### src/shutdown_pkg.sv
// Constants shared by the priority shutdown logic and its serial code receiver.
// Assumes a single 25 MHz clock and an asynchronous active-low reset.
package shutdown_pkg;

    // ----------------------------------------
    // Clock and serial code timing
    // ----------------------------------------
    localparam int unsigned CLK_PERIOD_NS = 40;
    // A low pulse at least this long carries a one, a shorter one a zero.
    localparam int unsigned ONE_MIN_NS = 1000;
    localparam int unsigned ONE_MIN_CYC = (ONE_MIN_NS + CLK_PERIOD_NS - 1) / CLK_PERIOD_NS;
    // Idle time after which a partly received code is thrown away.
    localparam int unsigned GAP_MAX_NS = 50000;
    localparam int unsigned GAP_CYC = GAP_MAX_NS / CLK_PERIOD_NS;
    localparam int unsigned CNT_W = 11;

    // ----------------------------------------
    // Shutdown code and priority layout
    // ----------------------------------------
    localparam int unsigned CODE_W = 3;
    localparam logic [1:0] LAST_BIT = 2'h2;

    // ----------------------------------------
    // Power allocation register
    // ----------------------------------------
    localparam logic [7:0] ALLOC_OFFSET = 8'h29;
    localparam logic [7:0] ALLOC_RESET = 8'h00;
    localparam int unsigned ALLOC_HI_LSB = 4;
    localparam int unsigned ALLOC_LO_LSB = 0;
    localparam logic [7:0] POLICING_FORCE = 8'hFF;
    localparam logic [7:0] UNMAPPED_READ = 8'h00;

endpackage

### src/shutdown_code_if.sv
// Carries one decoded shutdown code from the serial receiver to the channel logic.
// Both ends run on the same clock; codeValid is a one-cycle pulse.
interface shutdown_code_if;
    logic codeValid;
    logic [shutdown_pkg::CODE_W-1:0] code;
    modport source (output codeValid, output code);
    modport sink (input codeValid, input code);
endinterface

### src/port_priority_shutdown.sv
// Per-channel fast shutdown by priority code, and the port power allocation register.
// Assumes priorities and the multi-bit select come from register logic on clk.
// The cleared status, measurement and class registers live outside; they act on the
// one-cycle turn-off strobes given here.

// Summary of operation
// - Lower 3-bit priority value is more important; 000 highest, 111 lowest.
// - Channels sharing a priority are all turned off by one qualifying code.
// - Shutdown turn-off acts like channel reset but leaves cool-down timers running.
// - Turn-off clears change flags, faults, power status, enables, autoclass, foldback.
// - Turn-off forces the channel two-pair policing threshold to all ones.
// - Turn-off clears voltage, current, resistance and autoclass measurements.
// - Turn-off clears requested, detected, assigned and previous class fields.
// - No history of earlier codes; each code uses current priorities only.
// - A code ending in a one is acted on before its final pulse ends; a code ending in a zero is acted on at that pulse's rising edge.
// - Allocation register holds two 3-bit class caps in bits 6-4 and 2-0.
// - Code less than or equal to channel priority turns it off; larger leaves it.
// - Per-channel priority shutdown works only when the multi-bit select is set.
module port_priority_shutdown #(
    parameter int unsigned NCH = 8
) (
    input wire logic clk,
    input wire logic rstn,
    input wire logic serialShutdownIn,
    input wire logic multiBitPrioritySelect,
    input wire logic [NCH*shutdown_pkg::CODE_W-1:0] channelShutdownPriority,
    input wire logic [7:0] cmdAddr,
    input wire logic cmdWrite,
    input wire logic cmdRead,
    input wire logic [7:0] cmdWrData,
    output logic [7:0] cmdRdData,
    output logic cmdRdValid,
    output logic [2*shutdown_pkg::CODE_W-1:0] pairClassLimit,
    output logic [NCH-1:0] channelTurnOff,
    output logic [NCH-1:0] policingForce,
    output logic [7:0] policingValue
);

    typedef struct packed {
        logic [7:0] alloc;
        logic [7:0] rdData;
        logic rdValid;
        logic [NCH-1:0] offMask;
        logic [NCH-1:0] police;
    } core_s;

    core_s c_r;
    core_s c_nxt;

    shutdown_code_if codeBus ();

    // ----------------------------------------
    // Serial code receiver
    // ----------------------------------------
    shutdown_code_rx rx (
        .clk(clk),
        .rstn(rstn),
        .serialShutdownIn(serialShutdownIn),
        .codeOut(codeBus)
    );

    // A channel is hit when the code is not above its priority value.
    function automatic logic [NCH-1:0] hitMask(
        input logic [shutdown_pkg::CODE_W-1:0] code,
        input logic [NCH*shutdown_pkg::CODE_W-1:0] prio
    );
        hitMask = '0;
        for (int i = 0; i < NCH; i++)
        begin
            hitMask[i] = code <= prio[i*shutdown_pkg::CODE_W +: shutdown_pkg::CODE_W];
        end
    endfunction

    // ----------------------------------------
    // Shutdown decision and register access
    // ----------------------------------------
    // Strobes are rebuilt from scratch every cycle, so an old code never lingers.
    // Cool-down timers are not told anything here, which is why they keep running.
    always_comb
    begin
        c_nxt = c_r;
        c_nxt.offMask = '0;
        c_nxt.police = '0;
        c_nxt.rdValid = 1'b0;
        if (codeBus.codeValid && multiBitPrioritySelect)
        begin
            c_nxt.offMask = hitMask(codeBus.code, channelShutdownPriority);
            c_nxt.police = c_nxt.offMask;
        end
        if (cmdWrite && cmdAddr == shutdown_pkg::ALLOC_OFFSET)
        begin
            c_nxt.alloc = cmdWrData;
        end
        if (cmdRead)
        begin
            c_nxt.rdValid = 1'b1;
            c_nxt.rdData = (cmdAddr == shutdown_pkg::ALLOC_OFFSET) ? c_r.alloc
                : shutdown_pkg::UNMAPPED_READ;
        end
    end

    // State register.
    always_ff @(posedge clk or negedge rstn)
    begin
        if (!rstn)
        begin
            c_r <= '{alloc: shutdown_pkg::ALLOC_RESET, default: '0};
        end
        else
        begin
            c_r <= c_nxt;
        end
    end

    // ----------------------------------------
    // Outputs
    // ----------------------------------------
    // One strobe clears flags, enables, measurements and class fields of a channel.
    assign channelTurnOff = c_r.offMask;
    assign policingForce = c_r.police;
    assign policingValue = shutdown_pkg::POLICING_FORCE;
    assign pairClassLimit = {c_r.alloc[shutdown_pkg::ALLOC_HI_LSB +: shutdown_pkg::CODE_W],
        c_r.alloc[shutdown_pkg::ALLOC_LO_LSB +: shutdown_pkg::CODE_W]};
    assign cmdRdData = c_r.rdData;
    assign cmdRdValid = c_r.rdValid;

    // Independent expectation: a channel stays on only when the code exceeds its priority.
    logic [NCH-1:0] expMask;
    logic [NCH-1:0] prioAllOnes;
    always_comb
    begin
        for (int i = 0; i < NCH; i++)
        begin
            expMask[i] = !(codeBus.code > channelShutdownPriority[i*3 +: 3]);
            prioAllOnes[i] = &channelShutdownPriority[i*3 +: 3];
        end
    end
endmodule

### src/shutdown_code_rx.sv
// Serial shutdown input receiver: three active-low pulses, MSB first, form one code.
// Assumes the input pin is asynchronous to clk and idles high.
module shutdown_code_rx (
    input wire logic clk,
    input wire logic rstn,
    input wire logic serialShutdownIn,
    shutdown_code_if.source codeOut
);

    typedef struct packed {
        logic syncA;
        logic syncB;
        logic prevLvl;
        logic done;
        logic [shutdown_pkg::CNT_W-1:0] width;
        logic [shutdown_pkg::CNT_W-1:0] gap;
        logic [1:0] bitCnt;
        logic [shutdown_pkg::CODE_W-1:0] shift;
        logic valid;
        logic [shutdown_pkg::CODE_W-1:0] code;
    } rx_s;

    rx_s r_r;
    rx_s r_nxt;

    // Saturating increment keeps long idle or long pulses from wrapping.
    function automatic logic [shutdown_pkg::CNT_W-1:0] satInc(
        input logic [shutdown_pkg::CNT_W-1:0] v
    );
        satInc = (v == '1) ? v : v + 1'b1;
    endfunction

    // ----------------------------------------
    // Pulse width decoding
    // ----------------------------------------
    // The final pulse is acted on as soon as it is known to be a one, while it is still low.
    // A short final pulse can only be told apart at its rising edge.
    always_comb
    begin
        r_nxt = r_r;
        r_nxt.syncA = serialShutdownIn;
        r_nxt.syncB = r_r.syncA;
        r_nxt.prevLvl = r_r.syncB;
        r_nxt.valid = 1'b0;
        if (!r_r.syncB)
        begin
            r_nxt.gap = '0;
            r_nxt.width = r_r.prevLvl ? 11'h001 : satInc(r_r.width);
            if (r_r.bitCnt == shutdown_pkg::LAST_BIT && !r_r.done
                && r_nxt.width == 11'(shutdown_pkg::ONE_MIN_CYC))
            begin
                r_nxt.valid = 1'b1;
                r_nxt.code = {r_r.shift[1:0], 1'b1};
                r_nxt.done = 1'b1;
            end
        end
        else if (!r_r.prevLvl)
        begin
            if (r_r.done)
            begin
                r_nxt.done = 1'b0;
                r_nxt.bitCnt = 2'h0;
            end
            else
            begin
                r_nxt.shift = {r_r.shift[1:0], r_r.width >= 11'(shutdown_pkg::ONE_MIN_CYC)};
                if (r_r.bitCnt == shutdown_pkg::LAST_BIT)
                begin
                    r_nxt.valid = 1'b1;
                    r_nxt.code = r_nxt.shift;
                    r_nxt.bitCnt = 2'h0;
                end
                else
                begin
                    r_nxt.bitCnt = r_r.bitCnt + 2'h1;
                end
            end
        end
        else
        begin
            r_nxt.gap = satInc(r_r.gap);
            if (r_r.gap >= 11'(shutdown_pkg::GAP_CYC))
            begin
                r_nxt.bitCnt = 2'h0;
                r_nxt.done = 1'b0;
            end
        end
    end

    // State register; the pin synchroniser starts high to match the idle level.
    always_ff @(posedge clk or negedge rstn)
    begin
        if (!rstn)
        begin
            r_r <= '{syncA: 1'b1, syncB: 1'b1, prevLvl: 1'b1, default: '0};
        end
        else
        begin
            r_r <= r_nxt;
        end
    end

    assign codeOut.codeValid = r_r.valid;
    assign codeOut.code = r_r.code;

endmodule

### config.mk
export PLATFORM = sky130hd
export DESIGN_NAME = port_priority_shutdown
export DESIGN_NICKNAME = d
export VERILOG_FILES = /design/src/shutdown_pkg.sv /design/src/shutdown_code_if.sv /design/src/port_priority_shutdown.sv /design/src/shutdown_code_rx.sv
export SDC_FILE = /design/constraint.sdc
export NUM_CORES = 1
export LEC_CHECK = 0
export BUFFER_PORTS_ARGS = -buffer_cell sky130_fd_sc_hd__buf_4
export CORE_MARGIN = 3
export CORE_UTILIZATION = 35
export DETAILED_ROUTE_END_ITERATION = 7
export PLACE_DENSITY = 0.62
export SLEW_MARGIN = 10
export SYNTH_ARGS = -nofsm -noshare
export SYNTH_HDL_FRONTEND = slang
export SYNTH_SLANG_ARGS = --single-unit
### constraint.sdc
create_clock -name clk -period 3.65 [get_ports clk]
set_input_delay 0.1825 -clock clk [delete_from_list [all_inputs] [get_ports clk]]
set_output_delay 0.1825 -clock clk [all_outputs]
set_load 0.05 [all_outputs]
==> results.ini, run 1 <==
[status]
status = completed

[power_and_ir_drop]
share_comb_of_total_power_pct = 16.0
sequentialPowerShare_pct = 43.9
peakVddDrop_mv = 0.2548
p_sw_share_pct = 28.37
leakage_nw = 2.112
switchingPower_w = 0.0004696
clkPwrFrac_pct = 40.1
power.internal_w = 0.001186
finalPower_w = 0.001656
p_per_area_mw_per_mm2 = 380.7

[synthesis]
ys_seq_area_share_pct = 40.03
synth_simple_gate_area_share_pct = 14.28
synth_compound_area_share_pct = 17.19
synth_area_per_cell_um2 = 9.197
synth_area_mm2 = 0.003697
yosysMostFrequentCell = dfrtp_1
async_flop_share_pct = 100.0
synth_top_family_by_area = compound AO/OA/AOI/OAI gates
synthTopCellsByCount = dfrtp_1, inv_1, buf_4, nand2_1, nor2_1
yosys_warnings = 0
synth-edff-count = 0
synth_fa_ha_area_share_pct = 9.475
netlist_instances = 402
ys_ff_latch = 59
synth_xor_area_share_pct = 1.895
synthDistinctLibCells = 53
synth_top_area_share_pct = 37.90
muxShareOfSynthArea_pct = 3.249
synth_ff_type = dfrtp_1
yosysTopAreaCell = dfrtp_1
synthTopCellsByArea = dfrtp_1, ha_1, buf_4

[sta]
rsz0062_at_grt = false
clock_skew_ns = 0.008536
post-route-period-util_pct = 68.42
finalWorstSetupSlack_ns = 1.153
hold_viol = 0
tightest_slew_ns = 0.7850
slew_headroom_pct = 47.09
setup_tns_ns = 0
setup_viol = 0
fmax_mhz = 400.4
min_period_ns = 2.497
maxSlewViolCount = 0

[clocking]
ctsHoldBuffers = 2
cts-root-buf = clkbuf_8
clock_path_buffers = 2
worstSkewPairLatency_ns = 0.34
cts_setup_buffers = 0
cts.sinks = 59
clkTransAtPathRegs_ns = 0.08
cts_tree = yes
numCtsBuffers = 9
htreeDepth = 3
cts_resized = 0

[min_path]
hp-start = cmdRead
min_path_type = primary input to register

[placement]
hpwl_um = 5608
gp_congestion = 0.8855
io_buffer_count = 76
placed_cell_area_mm2 = 0.004105
place_ws_ns = 1.154

[worst_setup_path]
crit_family = simple AND/OR/NAND/NOR gates
criticalPathCategory = register to register
startpoint = rx.r_nxt[32]
critPathBufInv = 0
arrival_ns = 2.72
rr_worst_depth = 5
crit_cells = 5
crit_end = rx.codeOut.code[1]
cp_cell_sequence = nor3b_1 -> nand3_2 -> nand2_1 -> o221ai_1 -> or3b_1
worstReg2RegEnd = rx.codeOut.code[1]
slowest_stage = dfstp_2
worstPathMaxFanout = 24
cpPeakStageDelay_ns = 0.77
r2r_start = rx.r_nxt[32]
r2r_setup_slack_ns = 1.15
start_kind = register
crit_required_ns = 3.87
critPathCaptureType = register

[detailed_routing]
dr_total_vias = 2899
ant_nets = 0
drt_first_pass_iters = 4
drc = 0
wl_um = 7625
vias_per_cell = 4.964
first_iter_violations = 252
wl_per_cell_um = 13.06

[global_route]
grt_pass1_vias = 2736
grt_use_total_pct = 12.99
grt_pass1_wl_um = 12450
grt_remaining_overflow = 0
antenna_found_initial = 0
grt_max_degree = 60

[die]
die_y_um = 108.8
io_pins = 85
initial_core_util_pct = 36.97
core_mm2 = 0.01000
row_count = 36
die_area_mm2 = 0.01183
fp.dieW_um = 108.8

[final_layout]
layout-area-overhead-vs-synth_pct = 17.63
antenna_cells = 0
drive_above_1_share_pct = 24.39
fin_area_mm2 = 0.004349
nets = 520

[job]
drv_cap = 0

## registers in the layout (all words and copies together) (netlist names)
| name | cells |
|---|---|
| rx.r_r | 28 |
| channelTurnOff | 8 |
| cmdRdData | 8 |
| pairClassLimit | 6 |
| rx.codeOut.code | 3 |
| c_r | 2 |
| rx.r_nxt | 2 |
| cmdRdValid | 1 |
| rx.codeOut.codeValid | 1 |
## routing by layer
| layer | global-route usage (%) | part of all wire [%] | up-vias | wire length [um] |
|---|---|---|---|---|
| met5 | 0 | 0 | - | 0 |
| met4 | 2.976 | 0.83 | 0 | 63 |
| met3 | 3.848 | 7.4 | 8 | 563 |
| met1 | 17.46 | 45 | 1350 | 3438 |
| li1 | - | - | 1447 | - |
| met2 | 20.70 | 47 | 94 | 3560 |
## kinds of logic after synthesis
family,count (synthesis)
AOI/OAI and AO/OA,95
xor gates and xnor gates,8
adders and majority gates,28
DFF,59
and+or+nand+nor,107
other,1
buffers and inverters,93
muxes,11
## area by class of cell
type,count,area (um^2)
Inverter,41,153.9
Sequential cell,59,1480
Clock inverter,7,100.1
Timing Repair Buffer,78,590.6
Multi-Input combinational cell,257,1734
Fill cell,1004,5650
Tap cell,133,166.4
Clock buffer,9,123.9
## power groups by stage
| stage | Clock [W] | Combinational, W | Sequential, W |
|---|---|---|---|
| after floorplan | 0 | 0.000199 | 0.000725 |
| after detailed placement | 0 | 0.000266 | 0.000740 |
| after CTS | 0.000683 | 0.000269 | 0.000727 |
| after global routing | 0.000715 | 0.000300 | 0.000735 |
| final | 0.000663 | 0.000265 | 0.000727 |
| after global placement | 0 | 0.000258 | 0.000738 |
## layout by cell type (no fill, tap or decap), drive strengths merged, types with 2 or more instances in the layout
cell type / netlist / layout
ha: 28 / 28
nor3: 2 / 2
a31o: 2 / 2
clkinv: 1 / 5
nand3: 14 / 14
o21ai: 12 / 12
and4: 3 / 3
or3b: 2 / 2
nand2: 34 / 34
nand4: 8 / 8
o31ai: 4 / 4
a41oi: 2 / 2
dfstp: 3 / 3
a21oi: 28 / 28
a31oi: 11 / 11
mux2: 8 / 8
conb: 1 / 8
dfrtp: 56 / 56
o22a: 2 / 2
mux2i: 3 / 3
o41ai: 2 / 2
nor4bb: 2 / 2
o22ai: 8 / 8
xnor2: 8 / 8
dlygate4sd3: 0 / 2
bufinv: 0 / 2
a21boi: 2 / 2
a211oi: 4 / 4
clkbuf: 9 / 9
and3: 3 / 3
a21o: 10 / 10
nor4: 2 / 2
o221ai: 2 / 2
inv: 40 / 41
nand2b: 2 / 2
buf: 43 / 76
nor2: 29 / 29
## metrics by stage
step | util [%] | hold slack [ns] | cells
CTS | 43.49 | 0.05632 | 584
floorplan | - | -0.1131 | 409
global placement | 41.05 | 0.2924 | 566
detailed placement | 41.05 | 0.2950 | 566
finish | 43.49 | 0.06832 | 584
global route | 43.49 | 0.05592 | 584
## how the worst min path moves through the flow
| stage | endpoint | slack, ns | cells past startpoint |
|---|---|---|---|
| after floorplan | c_r[28] | -0.11 | 0 |
| after global placement | rx.r_nxt[33] | 0.29 | 1 |
| after detailed placement | rx.r_nxt[33] | 0.29 | 1 |
| after CTS | cmdRdValid | 0.06 | 1 |
| after global routing | cmdRdValid | 0.06 | 1 |
| final | cmdRdValid | 0.07 | 1 |
## worst reg2reg max path: cells and delay by family, from the launching register on
family          cells  cell delay, ns
simple gates        4            1.49
flops               1            0.77
compound gates      1            0.12
No activity file was read; power rests on OpenSTA's default activity.
==> inputs of run 2 (changes only) <==
==> constraint.sdc (replaced) <==
create_clock -name clk -period 2.4 [get_ports clk]
set_input_delay 0.12 -clock clk [delete_from_list [all_inputs] [get_ports clk]]
set_output_delay 0.12 -clock clk [all_outputs]
set_load 0.05 [all_outputs]
==> run 2 against run 1 <==
Critical path depth is 1 higher. Global-route usage up 0.98 points. Design area up 1.6%. Fmax grew 12%. Wire length grew 4.6%. Register-to-register slack worse by 0.99 ns. Highest routed layer unchanged.
==> results.ini, run 2 (synthesis gave the netlist of run 1 again) <==
[status]
status = completed  ; unchanged

[worst_setup_path]
cpPeakStageDelay_ns = 0.45  ; was 0.77 ns
crit_cells = 6  ; was 5
slowest_stage = dfrtp_1  ; was dfstp_2
crit_required_ns = 2.62  ; was 3.87 ns
criticalPathCategory = register to register  ; unchanged
start_kind = register  ; unchanged
r2r_setup_slack_ns = 0.17  ; was 1.15 ns
arrival_ns = 2.45  ; was 2.72 ns
crit_family = compound AO/OA/AOI/OAI gates  ; was simple AND/OR/NAND/NOR gates
worstPathMaxFanout = 8  ; was 24
cp_cell_sequence = ha_1 -> and4_2 -> a21boi_1 -> a2111oi_4 -> o221ai_1 -> or3b_1  ; was nor3b_1 -> nand3_2 -> nand2_1 -> o221ai_1 -> or3b_1
critPathCaptureType = register  ; unchanged
rr_worst_depth = 6  ; was 5
critPathBufInv = 0  ; unchanged

[die]
core_mm2 = 0.01000  ; unchanged
row_count = 36  ; unchanged
io_pins = 85  ; unchanged
die_y_um = 108.8  ; unchanged
die_area_mm2 = 0.01183  ; unchanged
initial_core_util_pct = 36.97  ; unchanged
fp.dieW_um = 108.8  ; unchanged

[sta]
clock_skew_ns = 0.01352  ; was 0.008536 ns
min_period_ns = 2.233  ; was 2.497 ns
post-route-period-util_pct = 93.03  ; was 68.42%
slew_headroom_pct = 50.08  ; was 47.09%
hold_viol = 0  ; unchanged
tightest_slew_ns = 0.7488  ; was 0.7850 ns
rsz0062_at_grt = false  ; unchanged
maxSlewViolCount = 0  ; unchanged
fmax_mhz = 447.9  ; was 400.4 MHz
setup_tns_ns = 0  ; unchanged
setup_viol = 0  ; unchanged

[global_route]
grt.busiest_layer = met2  ; unchanged
grt_remaining_overflow = 0  ; unchanged
gr-usage-met2_pct = 23.26  ; was 20.70%
met3_usage_pct = 3.612  ; was 3.848%
grt_max_degree = 60  ; unchanged
grt_pass1_vias = 2961  ; was 2736
grt_pass1_wl_um = 13380  ; was 12450 um
grt_use_total_pct = 13.97  ; was 12.99%
grt_use_met1_pct = 17.44  ; was 17.46%
antenna_found_initial = 0  ; unchanged

[power_and_ir_drop]
sequentialPowerShare_pct = 45.1  ; was 43.9%
clkPwrFrac_pct = 37.6  ; was 40.1%
p_sw_share_pct = 30.44  ; was 28.37%
p_per_area_mw_per_mm2 = 554.9  ; was 380.7 mW/mm^2
switchingPower_w = 0.0007467  ; was 0.0004696 W
peakVddDrop_mv = 0.2788  ; was 0.2548 mV
share_comb_of_total_power_pct = 17.3  ; was 16.0%
power.internal_w = 0.001706  ; was 0.001186 W
leakage_nw = 2.141  ; was 2.112 nW

[final_layout]
most-common-layout-cells = buf_4, dfrtp_1, inv_1, nand2_1, nor2_1  ; unchanged
largest_reg_flops = 28  ; unchanged
layout-area-overhead-vs-synth_pct = 19.56  ; was 17.63%
stdcell_count = 595  ; was 584
fill_cells = 987  ; was 1004
nets = 531  ; was 520
antenna_cells = 0  ; unchanged
top_register = rx.r_r  ; unchanged
drive_above_1_share_pct = 25.97  ; was 24.39%
mostFrequentLayoutCell = buf_4  ; unchanged

[detailed_routing]
dr_total_vias = 2953  ; was 2899
drt_first_pass_iters = 5  ; was 4
wl_um = 7973  ; was 7625 um
vias_per_cell = 4.963  ; was 4.964
first_iter_violations = 180  ; was 252
wl_per_cell_um = 13.40  ; was 13.06 um
drc = 0  ; unchanged
ant_nets = 0  ; unchanged

[clocking]
worstSkewPairLatency_ns = 0.34  ; about the same
cts.sinks = 59  ; unchanged
cts_setup_buffers = 0  ; unchanged
cts_tree = yes  ; unchanged
clock_path_buffers = 2  ; unchanged
clkTransAtPathRegs_ns = 0.08  ; about the same
numCtsBuffers = 9  ; unchanged
htreeDepth = 3  ; unchanged
cts-root-buf = clkbuf_8  ; unchanged

[min_path]
min_path_type = primary input to register  ; unchanged
hold_path_depth = 2  ; was 1

[placement]
gp_congestion = 0.8928  ; was 0.8855
io_buffer_count = 76  ; unchanged
dp.cells = 574  ; was 566
hpwl_um = 5800  ; was 5608 um

[job]
drv_cap = 0  ; unchanged

run 2: final timing paths:
| path | start | to |
|---|---|---|
| setup / recovery | rx.r_r[20] | rx.codeOut.code[2] |
| hold / removal | cmdWrData[5] | pairClassLimit[4] |
| setup reg to reg | rx.r_r[20] | rx.codeOut.code[2] |
| hold reg to reg | rx.r_nxt[33] | rx.r_nxt[32] |
| max in group asynchronous | rstn | rx.r_r[29] |
| min in group asynchronous | rstn | rx.r_r[18] |
run 2: power by group through the flow:
stage | clock (W) | sequential, W | combinational [W]
floorplan | 0 | 0.00110 | 0.000303
global placement | 0 | 0.00112 | 0.000403
detailed placement | 0 | 0.00112 | 0.000416
CTS | 0.000951 | 0.00110 | 0.000425
global route | 0.000998 | 0.00111 | 0.000478
finish | 0.000923 | 0.00111 | 0.000425
run 2: cell type report:
cell class / count / area [um^2] / share of cell area, %
multi-input combinational: 257 / 1739 / 39.34
sequential: 59 / 1480 / 33.48
timing repair buffer: 89 / 680.7 / 15.40
tap: 133 / 166.4 / 3.765
inverter: 41 / 153.9 / 3.481
clock buffer: 9 / 123.9 / 2.802
clock inverter: 7 / 76.32 / 1.727
run 2: per-layer routing:
| layer | wire length [um] | up-vias |
|---|---|---|
| met5 | 0 | - |
| met4 | 134 | 0 |
| met3 | 505 | 18 |
| met2 | 3805 | 90 |
| met1 | 3528 | 1378 |
| li1 | - | 1467 |
run 2: per-stage QoR:
step | instance area, um^2 | setup WS [ns] | hold slack (ns) | total power, W | util [%]
detailed placement | 4165 | 0.04883 | 0.2298 | 0.001540 | 41.65
global placement | 4165 | 0.1353 | 0.2283 | 0.001524 | 41.65
floorplan | 3724 | 0.2212 | -0.1756 | 0.001405 | -
finish | 4420 | 0.1673 | 0.01364 | 0.002453 | 44.21
CTS | 4415 | 0.04049 | 0.001343 | 0.002480 | 44.16
global route | 4420 | 0.05113 | 0.002446 | 0.002591 | 44.21
run 2: what timing repair did:
item | 4_1_cts | 5_1_grt
hold endpoints to repair | 60 | 0
setup endpoints to repair | 0 | 2
resized for setup | 0 | 2
hold buffers | 5 | 0
==> inputs of run 3 (changes only) <==
--- a/config.mk
+++ b/config.mk
@@ -7,9 +7,9 @@
 export LEC_CHECK = 0
 export BUFFER_PORTS_ARGS = -buffer_cell sky130_fd_sc_hd__buf_4
 export CORE_MARGIN = 3
-export CORE_UTILIZATION = 35
+export CORE_UTILIZATION = 30
 export DETAILED_ROUTE_END_ITERATION = 7
-export PLACE_DENSITY = 0.62
+export PLACE_DENSITY = 0.56
 export SLEW_MARGIN = 10
 export SYNTH_ARGS = -nofsm -noshare
 export SYNTH_HDL_FRONTEND = slang
==> run 3 against run 2 <==
Clock power increased by 39%. Combinational power increased by 1%. Flip-flop and latch count stayed put. Worst setup slack worse by 0.048 ns. Wire length decreased by 0.69%. Clock skew is 0.0092 ns lower. Sequential share of layout area fell by 0.80 points. Critical path depth down 1. Largest cell class unchanged.
==> results.ini, run 3 (synthesis gave the netlist of run 1 again) <==
[status]
status = completed  ; unchanged

[final_layout]
most-common-layout-cells = buf_4, dfrtp_1, inv_1, nand2_1, nor2_1  ; unchanged
fill_cells = 1176  ; was 987
drive_above_1_share_pct = 26.52  ; was 25.97%
layout-area-overhead-vs-synth_pct = 22.50  ; was 19.56%
nets = 529  ; was 531
largest_reg_flops = 28  ; unchanged
antenna_cells = 0  ; unchanged
mostFrequentLayoutCell = buf_4  ; unchanged
top_register = rx.r_r  ; unchanged

[clocking]
cts_tree = yes  ; unchanged
cts-root-buf = clkbuf_16  ; was clkbuf_8
cts.sinks = 59  ; unchanged
clkTransAtPathRegs_ns = 0.06  ; was 0.08 ns
clock_path_buffers = 2  ; unchanged
htreeDepth = 3  ; unchanged
cts_setup_buffers = 0  ; unchanged
worstSkewPairLatency_ns = 0.32  ; was 0.34 ns
numCtsBuffers = 9  ; unchanged

[detailed_routing]
ant_nets = 0  ; unchanged
first_iter_violations = 280  ; was 180
wl_um = 7918  ; was 7973 um
drt_first_pass_iters = 4  ; was 5
drc = 0  ; unchanged
wl_per_cell_um = 13.13  ; was 13.40 um
dr_total_vias = 2980  ; was 2953
vias_per_cell = 4.942  ; was 4.963

[global_route]
gr-usage-met2_pct = 19.61  ; was 23.26%
antenna_found_initial = 0  ; unchanged
grt_pass1_vias = 2806  ; was 2961
grt_remaining_overflow = 0  ; unchanged
grt_max_degree = 60  ; unchanged
grt.busiest_layer = met2  ; unchanged
met3_usage_pct = 3.393  ; was 3.612%
grt_pass1_wl_um = 13080  ; was 13380 um
grt_use_met1_pct = 15.01  ; was 17.44%
grt_use_total_pct = 11.94  ; was 13.97%

[min_path]
hp-start = cmdWrData[0]  ; was cmdWrData[5]
min_path_type = primary input to register  ; unchanged
hold_end = pairClassLimit[0]  ; was pairClassLimit[4]
hold_path_depth = 2  ; unchanged

[sta]
rsz0062_at_grt = false  ; unchanged
min_period_ns = 2.281  ; was 2.233 ns
fmax_mhz = 438.4  ; was 447.9 MHz
tightest_slew_ns = 0.7633  ; was 0.7488 ns
post-route-period-util_pct = 95.04  ; was 93.03%
clock_skew_ns = 0.004315  ; was 0.01352 ns
finalWorstSetupSlack_ns = 0.1191  ; was 0.1673 ns
maxSlewViolCount = 0  ; unchanged
setup_viol = 0  ; unchanged
slew_headroom_pct = 49.11  ; was 50.08%
setup_tns_ns = 0  ; unchanged
hold_viol = 0  ; unchanged

[die]
row_count = 39  ; was 36
initial_core_util_pct = 31.57  ; was 36.97%
io_pins = 85  ; unchanged
fp.dieW_um = 117.0  ; was 108.8 um
die_area_mm2 = 0.01369  ; was 0.01183 mm^2
die_y_um = 117.0  ; was 108.8 um
core_mm2 = 0.01171  ; was 0.01000 mm^2

[worst_setup_path]
start_kind = register  ; unchanged
crit_required_ns = 2.59  ; was 2.62 ns
r2r_setup_slack_ns = 0.12  ; was 0.17 ns
critPathCaptureType = register  ; unchanged
rr_worst_depth = 5  ; was 6
worstReg2RegEnd = rx.codeOut.code[1]  ; was rx.codeOut.code[2]
r2r_start = rx.r_r[23]  ; was rx.r_r[20]
criticalPathCategory = register to register  ; unchanged
worstPathMaxFanout = 9  ; was 8
arrival_ns = 2.48  ; was 2.45 ns

[placement]
gp_congestion = 0.8178  ; was 0.8928
place_ws_ns = 0.04840  ; was 0.04883 ns
hpwl_um = 5679  ; was 5800 um
io_buffer_count = 76  ; unchanged

[power_and_ir_drop]
leakage_nw = 2.190  ; was 2.141 nW
peakVddDrop_mv = 0.4101  ; was 0.2788 mV
p_per_area_mw_per_mm2 = 620.6  ; was 554.9 mW/mm^2

[job]
drv_cap = 0  ; unchanged

[run 3: metrics by stage]
| stage | hold slack, ns | power, W | utilization [%] | area (um^2) | instances |
|---|---|---|---|---|---|
| 2_1_floorplan | -0.1756 | 0.001405 | - | 3724 | 409 |
| 5_1_grt | 0.01592 | 0.002968 | 38.68 | 4529 | 603 |
| 4_1_cts | 0.01007 | 0.002842 | 38.50 | 4509 | 603 |
| 3_3_place_gp | 0.2317 | 0.001527 | 35.74 | 4185 | 585 |
| 3_5_place_dp | 0.2309 | 0.001539 | 35.74 | 4185 | 585 |
| 6_report | 0.02387 | 0.002811 | 38.68 | 4529 | 603 |
[run 3: final cells by class]
type,count,area (um^2),area share [%]
well taps,143,178.9,3.950
clock inverters,7,78.83,1.740
flip-flops and latches,59,1480,32.68
inverters,41,153.9,3.398
multi-input cells,257,1754,38.73
repair buffers,87,658.1,14.53
clock buffers,9,225.2,4.972
[run 3: how the worst max path moves through the flow]
stage / from / to / slack [ns] / cells after the start
finish: rx.r_r[23] / rx.codeOut.code[1] / 0.12 / 5
global route: rx.r_r[23] / rx.codeOut.code[1] / 0.009 / 5
CTS: rx.r_r[20] / rx.codeOut.code[1] / 0.04 / 6
detailed placement: rx.r_r[20] / rx.codeOut.code[1] / 0.05 / 6
global placement: rx.r_r[20] / rx.codeOut.code[1] / 0.13 / 6
floorplan: rx.r_r[20] / rx.codeOut.code[1] / 0.22 / 7
[run 3: layer usage]
metal	vias up	wire length (um)	part of all wire (%)
li1	1474	-	-
met1	1433	3640	46
met2	67	3783	48
met3	6	416	5.3
met4	0	79	1.0
met5	-	0	0
[run 3: where the power goes]
group	switching, W	leakage (nW)	internal, W
clock network	0.000467	0.150	0.000809
registers	0.0000641	0.791	0.00104
logic	0.000244	1.25	0.000185
total	0.000775	2.19	0.00204
[run 3: repair_timing]
action,in CTS,in global routing
hold buffers,2,0
hold endpoints to repair,57,0
resized for setup,0,4
setup endpoints to repair,0,2
[run 3: worst max-delay path, cell delays in order, from the launching register on]
cell       delay [ns]
dfrtp_1          0.49
and4_1           0.40
nand3_2          0.14
a2111oi_4        0.50
o221ai_1         0.20
or3b_1           0.41
